$ cat src/verilog/epi_pkg.sv
// package for the external pin interrupt detect block
package epi_pkg;
   // ****************************************
   // register map
   // ****************************************
   localparam logic [7:0] EPI_ADDR_CTRL  = 8'h00;  // status and control
   localparam logic [7:0] EPI_ADDR_EVT   = 8'h04;  // sticky event status, write one to clear
   localparam logic [7:0] EPI_ADDR_MASK  = 8'h08;  // event mask
   localparam logic [7:0] EPI_ADDR_PINS  = 8'h0C;  // pull and pin state view

   // ****************************************
   // control register fields
   // ****************************************
   localparam int EPI_BIT_POL   = 5;
   localparam int EPI_BIT_PE    = 4;
   localparam int EPI_BIT_FLAG  = 3;
   localparam int EPI_BIT_ACK   = 2;
   localparam int EPI_BIT_IE    = 1;
   localparam int EPI_BIT_MODE  = 0;

   // ****************************************
   // event status fields
   // ****************************************
   localparam int EPI_EVT_EDGE  = 0;   // qualifying edge seen
   localparam int EPI_EVT_FLAG  = 1;   // request flag rose
   localparam int EPI_EVT_W     = 2;

   // ****************************************
   // reset values
   // ****************************************
   localparam logic [7:0]          EPI_CTRL_RST = 8'h00;
   localparam logic [EPI_EVT_W-1:0] EPI_EVT_RST  = 2'h0;
   localparam logic [EPI_EVT_W-1:0] EPI_MASK_RST = 2'h0;

   // control fields carried together
   typedef struct packed {
      logic pol;
      logic pe;
      logic ie;
      logic mode;
   } epi_cfg_t;

   // bus data phase state
   typedef enum logic [1:0] {
      EPI_PH_IDLE,
      EPI_PH_WRITE,
      EPI_PH_READ
   } epi_phase_t;
endpackage : epi_pkg
$ cat src/verilog/epi_detect.sv
// external pin interrupt detect with ahb-lite register slave
`timescale 1ns/10ps
// Overview of operation
// polarity bit 5: 0 falling/low, 1 rising/high
// rising sense swaps pull-up for pull-down
// pin enable bit 4 gates interrupt function
// flag bit 3 reads one when pending
// writing one to bit 2 clears flag
// level mode: flag stays while pin asserted
// enable bit 1 drives request from flag
// mode bit 0: edge only or edge+level
// unimplemented bits read zero, writes ignored
// edge is deasserted-to-asserted transition only
// pin synchronised by two flip-flops first
// pin disabled: no flag, no request
module epi_detect
   import epi_pkg::*;
(
   input  wire logic        mclk,
   input  wire logic        resetn,
   // ahb-lite slave
   input  wire logic        hsel,
   input  wire logic [7:0]  haddr,
   input  wire logic [1:0]  htrans,
   input  wire logic        hwrite,
   input  wire logic [2:0]  hsize,
   input  wire logic [31:0] hwdata,
   input  wire logic        hready,
   output logic      [31:0] hrdata,
   output logic             hreadyout,
   output logic             hresp,
   // pin side
   input  wire logic        irq_pin,
   output logic             pull_up_en,
   output logic             pull_down_en,
   // processor side
   output logic             cpu_irq,
   output logic             sys_irq
);

   // ****************************************
   // bus slave
   // ****************************************
   epi_phase_t phase_q, phase_d;
   logic [7:0] addr_q,  addr_d;
   logic       take;

   // zero wait state slave, always okay
   assign hreadyout = 1'b1;
   assign hresp     = 1'b0;
   assign take      = hsel && hready && htrans[1];

   // capture address phase
   always_comb begin
      phase_d = EPI_PH_IDLE;
      addr_d  = addr_q;
      if (take) begin
         phase_d = hwrite ? EPI_PH_WRITE : EPI_PH_READ;
         addr_d  = haddr;
      end
   end

   always_ff @(posedge mclk) begin
      if (!resetn) begin
         phase_q <= EPI_PH_IDLE;
         addr_q  <= 8'h00;
      end else begin
         phase_q <= phase_d;
         addr_q  <= addr_d;
      end
   end

   // write strobe per register, qualified by the data phase
   function automatic logic wr_hit(input epi_phase_t ph, input logic [7:0] a,
                                   input logic [7:0] target);
      wr_hit = (ph == EPI_PH_WRITE) && (a == target);
   endfunction : wr_hit

   // ****************************************
   // pin synchroniser and detector
   // ****************************************
   logic sync1_q, sync2_q, prev_q;
   logic asserted, prev_asserted, edge_seen;
   epi_cfg_t cfg_q, cfg_d;
   logic flag_q, flag_d;
   logic ack;

   // first stage feeds only the second; prev is taken from the second
   always_ff @(posedge mclk) begin
      if (!resetn) begin
         sync1_q <= 1'b0;
         sync2_q <= 1'b0;
         prev_q  <= 1'b0;
      end else begin
         sync1_q <= irq_pin;
         sync2_q <= sync1_q;
         prev_q  <= sync2_q;
      end
   end

   // polarity maps the pin to an asserted level
   assign asserted      = cfg_q.pol ? sync2_q : ~sync2_q;
   assign prev_asserted = cfg_q.pol ? prev_q  : ~prev_q;
   // only deasserted-to-asserted counts; both sides use the live polarity, so no fake edge
   assign edge_seen     = asserted && !prev_asserted;

   assign ack = wr_hit(phase_q, addr_q, EPI_ADDR_CTRL) && hwdata[EPI_BIT_ACK];

   // control and flag next state; set beats acknowledge
   always_comb begin
      cfg_d  = cfg_q;
      flag_d = flag_q;
      if (wr_hit(phase_q, addr_q, EPI_ADDR_CTRL)) begin
         cfg_d.pol  = hwdata[EPI_BIT_POL];
         cfg_d.pe   = hwdata[EPI_BIT_PE];
         cfg_d.ie   = hwdata[EPI_BIT_IE];
         cfg_d.mode = hwdata[EPI_BIT_MODE];
      end
      if (ack) begin
         flag_d = 1'b0;
      end
      if (!cfg_q.pe) begin
         flag_d = 1'b0;
      end else if (edge_seen) begin
         flag_d = 1'b1;
      end else if (cfg_q.mode && asserted) begin
         flag_d = 1'b1;
      end
   end

   always_ff @(posedge mclk) begin
      if (!resetn) begin
         cfg_q  <= '{pol:  EPI_CTRL_RST[EPI_BIT_POL],
                     pe:   EPI_CTRL_RST[EPI_BIT_PE],
                     ie:   EPI_CTRL_RST[EPI_BIT_IE],
                     mode: EPI_CTRL_RST[EPI_BIT_MODE]};
         flag_q <= EPI_CTRL_RST[EPI_BIT_FLAG];
      end else begin
         cfg_q  <= cfg_d;
         flag_q <= flag_d;
      end
   end

   // request to processor, gated by enable and pin function
   assign cpu_irq = cfg_q.pe && cfg_q.ie && flag_q;

   // pull choice {down, up}: down for rising sense, up for falling, none when off
   function automatic logic [1:0] pull_sel(input epi_cfg_t c);
      pull_sel = {c.pe && c.pol, c.pe && !c.pol};
   endfunction : pull_sel

   // pull selection follows polarity while pin function is on
   assign {pull_down_en, pull_up_en} = pull_sel(cfg_q);

   // ****************************************
   // sticky event status and mask
   // ****************************************
   logic [EPI_EVT_W-1:0] evt_q, evt_d, mask_q, mask_d, evt_set;

   assign evt_set[EPI_EVT_EDGE] = cfg_q.pe && edge_seen;
   assign evt_set[EPI_EVT_FLAG] = flag_d && !flag_q;

   // write one clears, a same-cycle set wins
   always_comb begin
      evt_d  = evt_q;
      mask_d = mask_q;
      if (wr_hit(phase_q, addr_q, EPI_ADDR_EVT)) begin
         evt_d = evt_q & ~hwdata[EPI_EVT_W-1:0];
      end
      if (wr_hit(phase_q, addr_q, EPI_ADDR_MASK)) begin
         mask_d = hwdata[EPI_EVT_W-1:0];
      end
      evt_d = evt_d | evt_set;
   end

   always_ff @(posedge mclk) begin
      if (!resetn) begin
         evt_q  <= EPI_EVT_RST;
         mask_q <= EPI_MASK_RST;
      end else begin
         evt_q  <= evt_d;
         mask_q <= mask_d;
      end
   end

   assign sys_irq = |(evt_q & mask_q);

   // ****************************************
   // read data
   // ****************************************
   logic [31:0] rdata_q, rdata_d;

   // registered on the address phase so it stands in the data phase
   always_comb begin
      rdata_d = 32'h0000_0000;
      if (take && !hwrite) begin
         case (haddr)
            EPI_ADDR_CTRL: begin
               // bits 7,6 and ack read zero
               rdata_d[EPI_BIT_POL]  = cfg_d.pol;
               rdata_d[EPI_BIT_PE]   = cfg_d.pe;
               rdata_d[EPI_BIT_FLAG] = flag_d;
               rdata_d[EPI_BIT_IE]   = cfg_d.ie;
               rdata_d[EPI_BIT_MODE] = cfg_d.mode;
            end
            EPI_ADDR_EVT:  rdata_d[EPI_EVT_W-1:0] = evt_d;
            EPI_ADDR_MASK: rdata_d[EPI_EVT_W-1:0] = mask_d;
            EPI_ADDR_PINS: rdata_d[2:0] = {cfg_d.pol ~^ sync2_q, pull_sel(cfg_d)};
            default:       rdata_d = 32'h0000_0000;
         endcase
      end
   end

   always_ff @(posedge mclk) begin
      if (!resetn) begin
         rdata_q <= 32'h0000_0000;
      end else begin
         rdata_q <= rdata_d;
      end
   end

   assign hrdata = rdata_q;

   // ****************************************
   // checks
   // ****************************************
   flag_off_a: assert property (@(posedge mclk) disable iff (!resetn)
      !cfg_q.pe |=> !flag_q)
      else $error("flag set while pin disabled");

   req_follow_a: assert property (@(posedge mclk) disable iff (!resetn)
      cpu_irq == (flag_q && cfg_q.ie && cfg_q.pe))
      else $error("request does not follow flag");

   edge_set_a: assert property (@(posedge mclk) disable iff (!resetn)
      (cfg_q.pe && $stable(cfg_q.pol) && asserted && !prev_asserted) |=> flag_q)
      else $error("edge missed");

   sync_lat_a: assert property (@(posedge mclk) disable iff (!resetn)
      $rose(sync2_q) |-> $past(irq_pin, 2))
      else $error("synchroniser latency wrong");

   level_hold_a: assert property (@(posedge mclk) disable iff (!resetn)
      (cfg_q.pe && cfg_q.mode && asserted) |=> flag_q)
      else $error("level mode flag cleared");

   ack_clear_a: assert property (@(posedge mclk) disable iff (!resetn)
      (ack && cfg_q.pe && !edge_seen && !(cfg_q.mode && asserted)) |=> !flag_q)
      else $error("acknowledge did not clear");

   pull_sel_a: assert property (@(posedge mclk) disable iff (!resetn)
      !(pull_up_en && pull_down_en) && (cfg_q.pe == (pull_up_en || pull_down_en)))
      else $error("pull select wrong");

   rsv_zero_a: assert property (@(posedge mclk) disable iff (!resetn)
      (take && !hwrite && haddr == EPI_ADDR_CTRL) |=> (hrdata[7:6] == 2'h0
         && !hrdata[EPI_BIT_ACK]))
      else $error("reserved bits not zero");

   no_edge_a: assert property (@(posedge mclk) disable iff (!resetn)
      (!cfg_q.mode && !flag_q && !edge_seen && !ack) |=> !flag_q)
      else $error("edge mode set without edge");

   // event status, mask and read-back checks
   evt_edge_a: assert property (@(posedge mclk) disable iff (!resetn)
      (cfg_q.pe && edge_seen) |=> evt_q[EPI_EVT_EDGE])
      else $error("edge event not recorded");

   evt_keep_a: assert property (@(posedge mclk) disable iff (!resetn)
      (evt_q[EPI_EVT_FLAG] && !wr_hit(phase_q, addr_q, EPI_ADDR_EVT))
         |=> evt_q[EPI_EVT_FLAG])
      else $error("sticky event lost");

   evt_clr_a: assert property (@(posedge mclk) disable iff (!resetn)
      (wr_hit(phase_q, addr_q, EPI_ADDR_EVT) && hwdata[EPI_EVT_EDGE]
         && !(cfg_q.pe && edge_seen)) |=> !evt_q[EPI_EVT_EDGE])
      else $error("event not cleared by write one");

   mask_load_a: assert property (@(posedge mclk) disable iff (!resetn)
      wr_hit(phase_q, addr_q, EPI_ADDR_MASK) |=> (mask_q == $past(hwdata[EPI_EVT_W-1:0])))
      else $error("mask write lost");

   rise_set_a: assert property (@(posedge mclk) disable iff (!resetn)
      (cfg_q.pe && cfg_q.pol && $stable(cfg_q.pol) && $rose(sync2_q)) |=> flag_q)
      else $error("rising edge missed");

   fall_set_a: assert property (@(posedge mclk) disable iff (!resetn)
      (cfg_q.pe && !cfg_q.pol && $stable(cfg_q.pol) && $fell(sync2_q)) |=> flag_q)
      else $error("falling edge missed");

   flag_keep_a: assert property (@(posedge mclk) disable iff (!resetn)
      (flag_q && cfg_q.pe && !ack) |=> flag_q)
      else $error("flag dropped without acknowledge");

   flag_evt_a: assert property (@(posedge mclk) disable iff (!resetn)
      $rose(flag_q) |-> evt_q[EPI_EVT_FLAG])
      else $error("flag rise not recorded");

   off_quiet_a: assert property (@(posedge mclk) disable iff (!resetn)
      !cfg_q.pe |-> !(cpu_irq || pull_up_en || pull_down_en))
      else $error("disabled pin still active");

   rd_flag_a: assert property (@(posedge mclk) disable iff (!resetn)
      (take && !hwrite && haddr == EPI_ADDR_CTRL) |=> (hrdata[EPI_BIT_FLAG] == flag_q))
      else $error("flag read back wrong");

   pin_view_a: assert property (@(posedge mclk) disable iff (!resetn)
      (take && !hwrite && haddr == EPI_ADDR_PINS)
         |=> (hrdata[1:0] == {pull_down_en, pull_up_en}))
      else $error("pull view read back wrong");
endmodule : epi_detect

$ cat config.mk
export PLATFORM = sky130hd
export DESIGN_NAME = epi_detect
export DESIGN_NICKNAME = d
export VERILOG_FILES = /design/src/verilog/epi_pkg.sv /design/src/verilog/epi_detect.sv
export SDC_FILE = /design/constraint.sdc
export NUM_CORES = 1
export LEC_CHECK = 0
export ABC_AREA = 1
export BUFFER_PORTS_ARGS = -buffer_cell sky130_fd_sc_hd__buf_4
export CAP_MARGIN = 20
export CORE_MARGIN = 3
export CORE_UTILIZATION = 39
export CTS_CLUSTER_DIAMETER = 60
export DETAILED_ROUTE_END_ITERATION = 16
export GPL_TIMING_DRIVEN = 0
export PLACE_DENSITY_LB_ADDON = 0.05
export SLEW_MARGIN = 20
export SYNTH_ARGS = -nofsm -noshare
export SYNTH_HDL_FRONTEND = slang
export SYNTH_SLANG_ARGS = --single-unit
$ cat constraint.sdc
create_clock -name mclk -period 1.2 [get_ports mclk]
set_input_delay 0.18 -clock mclk [delete_from_list [all_inputs] [get_ports mclk]]
set_output_delay 0.18 -clock mclk [all_outputs]
set_load 0.05 [all_outputs]
# Word level (Yosys, flattened, before mapping)
# Cells that the tools add are included.
dict set report classes {
  n_reduce_logical 29
  muxes 11
  eq_ne 6
  n_bitwise 7
}
# op count
set op_table {}
lappend op_table {{$eq A8 B4 Y1 const B} 3}
lappend op_table {{$logic_and A1 B1 Y1} 17}
lappend op_table {{$eq A8 B3 Y1 const B} 2}
lappend op_table {{$logic_not A8 Y1} 2}
lappend op_table {{$pmux W2 S4} 1}
lappend op_table {{$mux W1} 6}
lappend op_table {{$mux W2} 3}
lappend op_table {{$reduce_and A3 Y1} 2}
lappend op_table {{$logic_not A1 Y1} 5}
lappend op_table {{$and A2 B2 Y2} 2}
lappend op_table {{$mux W4} 1}
lappend op_table {{$reduce_and A2 Y1} 2}
lappend op_table {{$eq A2 B1 Y1 const B} 1}
lappend op_table {{$not A1 Y1} 2}
lappend op_table {{$not A2 Y2} 1}
lappend op_table {{$or A2 B2 Y2} 1}
lappend op_table {{$reduce_or A2 Y1} 1}
lappend op_table {{$xnor A1 B1 Y1} 1}
dict set report totals {
  wordCells 69
  input_bits 51
  out_inout_bits 38
  register_bits 54
}

# Logic depth before layout (Yosys ltp)
# Gate-level depths: netlist of run 1.
dict set report logic_depth {
  ltp_word 10
  depth_mapped 10
  ltp_nobuf 10
}

# Worst setup path after synthesis of run 1
# No wires, ideal clock.
dict set report synth_path {
  path_type {register -> output}
  from {register evt_q[0]}
  to {output port sys_irq}
  setup_slack_ps -95
  n_path_buf 0
  t_required_ps 1020
  t_arrival_ps 1115
  path_stages_with_launch 3
  path_cell_list {dfxtp_1 -> inv_1 -> o22ai_1}
}
dict set report synth_via {
  elab_chain_len 2
}
# element line
set synth_lines {}
lappend synth_lines {{start: declaration} epi_detect.sv:158} ;# logic [EPI_EVT_W-1:0] evt_q, evt_d, mask_q, mask_d, evt_set;
lappend synth_lines {{start signal: assignment} epi_detect.sv:181} ;# evt_q <= evt_d;
lappend synth_lines {{$and A2 B2 Y2} epi_detect.sv:186} ;# assign sys_irq = |(evt_q & mask_q);
lappend synth_lines {{$reduce_or A2 Y1} epi_detect.sv:186}
lappend synth_lines {{end: declaration} epi_detect.sv:38} ;# output logic sys_irq
# No other way between the ends.

# Worst setup path in the final report of run 1
dict set report layout_path {
  from {register addr_q[4]}
  to {register rdata_q[1], in the netlist hrdata[1]}
}
dict set report layout_via {
  elab_chain_len 10
  elab_cells_between_ends 18
  cone_classes {eq/ne: 2; mux: 8; bitwise: 1; reduce/logical: 7}
}
# element line
set layout_lines {}
lappend layout_lines {{start: declaration} epi_detect.sv:45} ;# logic [7:0] addr_q, addr_d;
lappend layout_lines {{start signal: assignment} epi_detect.sv:69} ;# addr_q <= addr_d;
lappend layout_lines {{$logic_not A8 Y1} epi_detect.sv:76} ;# wr_hit = (ph == EPI_PH_WRITE) && (a == target);
lappend layout_lines {{$logic_and A1 B1 Y1} epi_detect.sv:76}
lappend layout_lines {{$logic_and A1 B1 Y1} epi_detect.sv:107} ;# assign ack = wr_hit(phase_q, addr_q, EPI_ADDR_CTRL) && hwdata[EPI_BIT_ACK];
lappend layout_lines {{$mux W1} epi_detect.sv:119} ;# if (ack) begin
lappend layout_lines {{$mux W1} epi_detect.sv:126} ;# end else if (cfg_q.mode && asserted) begin
lappend layout_lines {{$mux W1} epi_detect.sv:124} ;# end else if (edge_seen) begin
lappend layout_lines {{$mux W1} epi_detect.sv:122} ;# if (!cfg_q.pe) begin
lappend layout_lines {{$logic_and A1 B1 Y1} epi_detect.sv:161} ;# assign evt_set[EPI_EVT_FLAG] = flag_d && !flag_q;
lappend layout_lines {{$or A2 B2 Y2} epi_detect.sv:173} ;# evt_d = evt_d | evt_set;
lappend layout_lines {{$pmux W2 S4 *} epi_detect.sv:197} ;# case (haddr)
lappend layout_lines {{end signal: assignment} epi_detect.sv:218} ;# rdata_q <= rdata_d;
lappend layout_lines {{end: declaration} epi_detect.sv:191} ;# logic [31:0] rdata_q, rdata_d;
# Mark *: on every way between the ends. The rest lies on a longest branch, timed or not.
# A chain may end at the register's enable or synchronous reset.

==> out/qor.txt, run 1 <==
Register area share after synthesis -> 36.6%
Power Density -> 959 nW/um^2
Yosys warns -> 0
Die height -> 68.6 um
Wirelength, routed -> 3220 um
Starting DRC count in detailed routing -> 24
Average vias per placed instance -> 4.23
Die area -> 4710 um^2
Share of cells above drive strength 1 -> 40.6%
Clock buffer depth -> 2
WP data required -> 1.39 ns
Syn Area/Cell -> 7.05 um^2
Area growth syn-to-layout -> 37.9%
Cell variety after synth -> 30
RSZ-0062 raised after global routing -> yes
Pint -> 1.39 mW
CTS tree -> yes
Ant. Diodes -> 0
Post-DP HPWL -> 2470 um
Initial core utilization -> 41.2%
Filler cells -> 377
First-pass GRT wire length -> 5080 um
P_leak -> 0.992 nW
Residual DRC -> 0
Max_cap viols -> 0
Min-Delay Path Class -> primary input to register
Clock Tree Root -> clkbuf_8
Number of port buffers -> 29
Clock share of power -> 29.6%
FF/Latch Area -> 569 um^2
Core area -> 3720 um^2
Fin. Hold Viols -> 0
IO Pins -> 89
Final worst slack -> -0.170 ns
Top cell type's share of synthesized area -> 36.6%
Number of sinks on the clock net -> 28
Global Route Usage Sum -> 14.8%
Antenna violations before repair -> 0
Post-Synthesis Cells -> 217
Syn Std Cell Area -> 1530 um^2
Logic pwr share -> 22.5%
Switching Power -> 0.633 mW
Area of the multi-input gates -> 827 um^2
FP Rows -> 22
Async set or reset register ratio after synthesis -> 0%
DRT antenna net count -> 0
Hold buffer count at cts -> 0
Post-synth top cells -> nand2_1 (42), buf_4 (28), dfxtp_1 (28), inv_1 (28), nor2_1 (24)
Top sig layer -> met4
Met1 wire length -> 1530 um
Top-count cell post-synth -> nand2_1
Max Clk Rate -> 0.730 GHz
Sequential share of power -> 47.8%
Pin count of the biggest net entering global routing -> 16
Fin nets -> 333
Status -> finished with violations
EDFF count, synth -> 0
Sum of negative setup slack -> -0.617 ns
Global placement routability congestion -> 0.817
Clk_skew -> 0.00436 ns
WL/cell -> 9.78 um
Reg clk slew, reported paths -> 0.10 ns
Wire length on met3 -> 203 um
Setup CP Type -> register to register
Met2 wire length -> 1440 um
Register bit total from synthesis -> 28
Vias in the first global route -> 1,187
Die Width -> 68.6 um
Htree depth -> 1
Iteration count of the initial detailed-routing pass -> 4
Yosys top cell by area -> dfxtp_1
Worst setup SP type -> register
Period utilisation layout -> 114%
VDD IR max -> 482 uV
# setup viols final -> 7
Grt ovf -> 0
Switching Fraction -> 31.3%
CP arrival -> 1.56 ns
Worst skew pair latency -> 0.28 ns
Worst Path Max Fanout -> 7
Synth Flop Type -> dfxtp_1
CTS Buf Count -> 3
Final worst path period need -> 1.37 ns
Fin. max-slew vios -> 0
Setup crit end kind -> register
Via count -> 1,391
Failing checks -> setup timing
Hold WS -> 0.0724 ns
Top cells by area, synth -> dfxtp_1 (37%), buf_4 (14%), nand2_1 (10%)
-- worst paths after layout --
kind | from | to | slack (ns) | cells past startpoint
setup / recovery | addr_q[4] | hrdata[1] | -0.17 | 10
hold / removal | irq_pin | sync1_q | 0.07 | 3
setup reg to reg | addr_q[4] | hrdata[1] | -0.17 | 10
hold reg to reg | sync1_q | sync2_q | 0.43 | 2
-- per-layer routing --
layer	track usage (%)	up-vias
met1	19.3	591
met4	6.70	0
met3	3.08	4
met2	23.1	40
li1	-	756
met5	0	-
-- power by group through the flow --
stage,Clock (mW),Combinational (mW),Sequential [mW]
after detailed placement,0,0.436,0.987
after global placement,0,0.435,0.987
after global routing,0.639,0.493,0.971
after floorplan,0,0.359,0.984
final,0.599,0.456,0.968
after CTS,0.602,0.446,0.967
-- state kept, by name, indices dropped and copies added (netlist names) --
register  flops
addr_q        8
hrdata        6
cfg_q         4
evt_q         2
mask_q        2
phase_q       2
flag_q        1
prev_q        1
sync1_q       1
sync2_q       1
-- layout make-up --
type,count,area share (%)
flip-flops and latches,28,27.0
multi-input cells,155,39.2
plain buffers,31,10.6
repair buffers,33,12.5
well taps,48,2.85
clock buffers,4,2.61
inverters,30,5.34
-- worst max-delay path, stage by stage (launching register included) --
cell and delay, ns:
dfxtp_2 0.33, nor2_2 0.12, nand2_2 0.12, inv_2 0.10, nand3_4 0.12, nand2_2 0.12, nand2_4 0.06, nand3_1 0.08
nand2_1 0.05, nor2_1 0.12, nor2_1 0.05
-- cell families (layout without fill, tap and decap cells) --
family / count (synthesis) / count (layout) / share of synthesized area (%)
other: 2 / 28 / 0.491
DFF: 28 / 28 / 36.6
buffers and inverters: 61 / 98 / 21.9
AOI/OAI and AO/OA: 23 / 23 / 8.26
and+or+nand+nor: 103 / 104 / 32.7
-- cell usage in the layout, fill, tap and decap left out, types with 2 or more instances in the layout --
cell type and n:
buf_6 4, inv_1 25, nor2_4 5, clkbuf_8 4, dfxtp_2 7, nand3b_1 2
nor3_1 2, inv_2 5, nand2_2 9, nand3_2 3, conb_1 28, nor2_1 18
o21ai_0 8, o21ai_2 2, nand4_1 3, nor2_2 9, a21oi_1 8, clkbuf_1 2
nand3_1 12, a31oi_1 2, buf_4 57, nand2_1 33, dfxtp_1 21
-- metrics by stage --
step           cell area [um^2]  util (%)  setup WS [ns]  cells  total power [mW]
5_1_grt                    2110      56.8         -0.258    329              2.10
6_report                   2110      56.8         -0.170    329              2.02
2_1_floorplan              1640         -         0.0645    243              1.34
4_1_cts                    2030      54.7         -0.137    326              2.01
3_3_place_gp               1920      51.6         -0.162    320              1.42
3_5_place_dp               1920      51.6         -0.155    320              1.42
-- what timing repair did --
action	CTS	global route
cloned	1	0
pin swaps	8	12
hold endpoints to repair	0	0
gates resized for setup	17	19
setup endpoints to repair	10	17
setup buffers	1	3
No activity file was read; power rests on OpenSTA's default activity.
==> run 2: changes to the inputs <==
--- a/config.mk
+++ b/config.mk
@@ -6,7 +6,7 @@
 export NUM_CORES = 1
 export LEC_CHECK = 0
 export ABC_AREA = 1
-export BUFFER_PORTS_ARGS = -buffer_cell sky130_fd_sc_hd__buf_4
+export BUFFER_PORTS_ARGS = -buffer_cell sky130_fd_sc_hd__buf_2
 export CAP_MARGIN = 20
 export CORE_MARGIN = 3
 export CORE_UTILIZATION = 39
==> run 2 against run 1 <==
The run still ends with setup timing left. Maximum frequency rose by 4.0%. Sequential power hardly changed. Register-to-register slack gained 0.05 ns. Count of clock-buffer cells in the layout unchanged. Via count is 2.0% lower. Cell count fell by 0.61%. Global-route usage decreased by 0.50 points. Critical endpoint is now hrdata[0]. Largest power group unchanged.
==> out/qor.txt, run 2 (synthesis results as in run 1) <==
Status -> finished with violations
Failing checks -> setup timing
Die height -> 68.6 um
Setup CP Type -> register to register
Global placement routability congestion -> 0.756
Sum of negative setup slack -> -0.310 ns
Hold buffer count at cts -> 0
WHS Path Cells -> 3
Vias in the first global route -> 1,139
Hold Crit Endpoint -> sync1_q
Pin count of the biggest net entering global routing -> 16
P_leak -> 0.968 nW
Min-Delay Path Class -> primary input to register
Period utilisation layout -> 110%
Antenna violations before repair -> 0
Fin cells -> 327
Power Density -> 984 nW/um^2
Initial core utilization -> 41.2%
Post-DP HPWL -> 2450 um
# placed instances -> 320
Clk_skew -> 0.00193 ns
Fin. max-slew vios -> 0
Number of port buffers -> 29
Util after Layout -> 54.6%
Number of sinks on the clock net -> 28
WL/cell -> 9.63 um
Grt ovf -> 0
Wirelength, routed -> 3150 um
Fin. Hold Viols -> 0
RSZ-0062 raised after global routing -> yes
VDD IR max -> 524 uV
Worst Hold Launch -> irq_pin
Htree depth -> 1
# setup viols final -> 3
Clock buffer depth -> 2
Fin nets -> 331
Via count -> 1,363
Area growth syn-to-layout -> 32.6%
Clock Tree Root -> clkbuf_8
Setup crit end kind -> register
Die area -> 4710 um^2
Worst skew pair latency -> 0.27 ns
Final worst slack -> -0.117 ns
CTS tree -> yes
Flop2flop setup slack -> -0.12 ns
Average vias per placed instance -> 4.17
Max_cap viols -> 0
Core area -> 3720 um^2
First-pass GRT wire length -> 5050 um
Commonest non-fill, non-tap cell in the layout -> nand2_1
FF-to-FF path depth -> 9
Starting DRC count in detailed routing -> 71
Iteration count of the initial detailed-routing pass -> 4
Residual DRC -> 0
Reg2reg start -> phase_q[0]
Routing usage on met1 -> 20.2%
CTS Buf Count -> 3
Worst slew margin -> 65.7%
Share of cells above drive strength 1 -> 39.1%
Final worst path period need -> 1.32 ns
Worst Max-Slew Pin Slew -> 0.515 ns
Max reg flops -> 8
Hold WS -> 0.0818 ns
IO Pins -> 89
WP data required -> 1.37 ns
Most frequent cells in the layout -> nand2_1 (35), buf_4 (32), conb_1 (28)
Global Route met3 Usage -> 3.40%
FF-to-FF End -> hrdata[0]
Die Width -> 68.6 um
Pwr Total -> 2.00 mW
Met2 usage -> 21.5%
Top reg by flops -> addr_q
Global Route Usage Sum -> 14.3%
CP arrival -> 1.49 ns
FP Rows -> 22
DRT antenna net count -> 0
Max Clk Rate -> 0.759 GHz
Ant. Diodes -> 0
Reg clk slew, reported paths -> 0.09 ns
Global routing's busiest layer -> met2
Worst setup SP type -> register
Worst Path Max Fanout -> 5
## run 2: cell types whose count changed in the layout (fill, tap and decap cells not counted), sizes merged
cell  delta
buf      -2
## run 2: where the power goes
group,internal (mW),switching (mW)
Sequential,0.951,0.0197
Clock,0.294,0.282
Combinational,0.135,0.315
## run 2: area by class of cell
class                   count  area, um^2
plain buffers              31         223
clock buffers               4        55.1
fillers                   411        1690
inverters                  30         115
multi-input cells         155         827
flip-flops and latches     28         572
well taps                  48        60.1
repair buffers             31         178
## run 2: timing repair
item	4_1_cts	5_1_grt
setup buffers	0	2
resized for setup	17	21
cloned	1	0
pin swaps	3	18
endpoints found under the setup margin	9	17
## run 2: worst max-delay path, cell delays in order (launching register included)
cell     delay [ns]
dfxtp_2        0.34
inv_2          0.03
nor2_2         0.10
nand2_2        0.10
nor2_4         0.16
nand4_1        0.18
nand3_2        0.10
nand2_1        0.05
nor2_1         0.11
nor2_1         0.06
## run 2: metal layers
metal	share of wire [%]	vias to the layer above
met5	0	-
met4	0.89	0
met3	6.1	4
met2	45	37
met1	48	570
li1	-	752
## run 2: how the worst max path moves through the flow
stage | endpoint | startpoint | cells after the start | slack [ns]
3_5_place_dp | hrdata[1] | addr_q[4] | 8 | -0.15
4_1_cts | hrdata[1] | phase_q[0] | 10 | -0.13
3_3_place_gp | hrdata[1] | addr_q[4] | 8 | -0.16
2_1_floorplan | hrdata[2] | addr_q[7] | 8 | 0.06
5_1_grt | hrdata[0] | phase_q[0] | 9 | -0.22
6_report | hrdata[0] | phase_q[0] | 9 | -0.12
## run 2: stage by stage
step / area, um^2 / worst slack [ns]
floorplan: 1640 / 0.0645
global placement: 1840 / -0.160
detailed placement: 1840 / -0.152
CTS: 1950 / -0.131
global route: 2030 / -0.218
finish: 2030 / -0.117
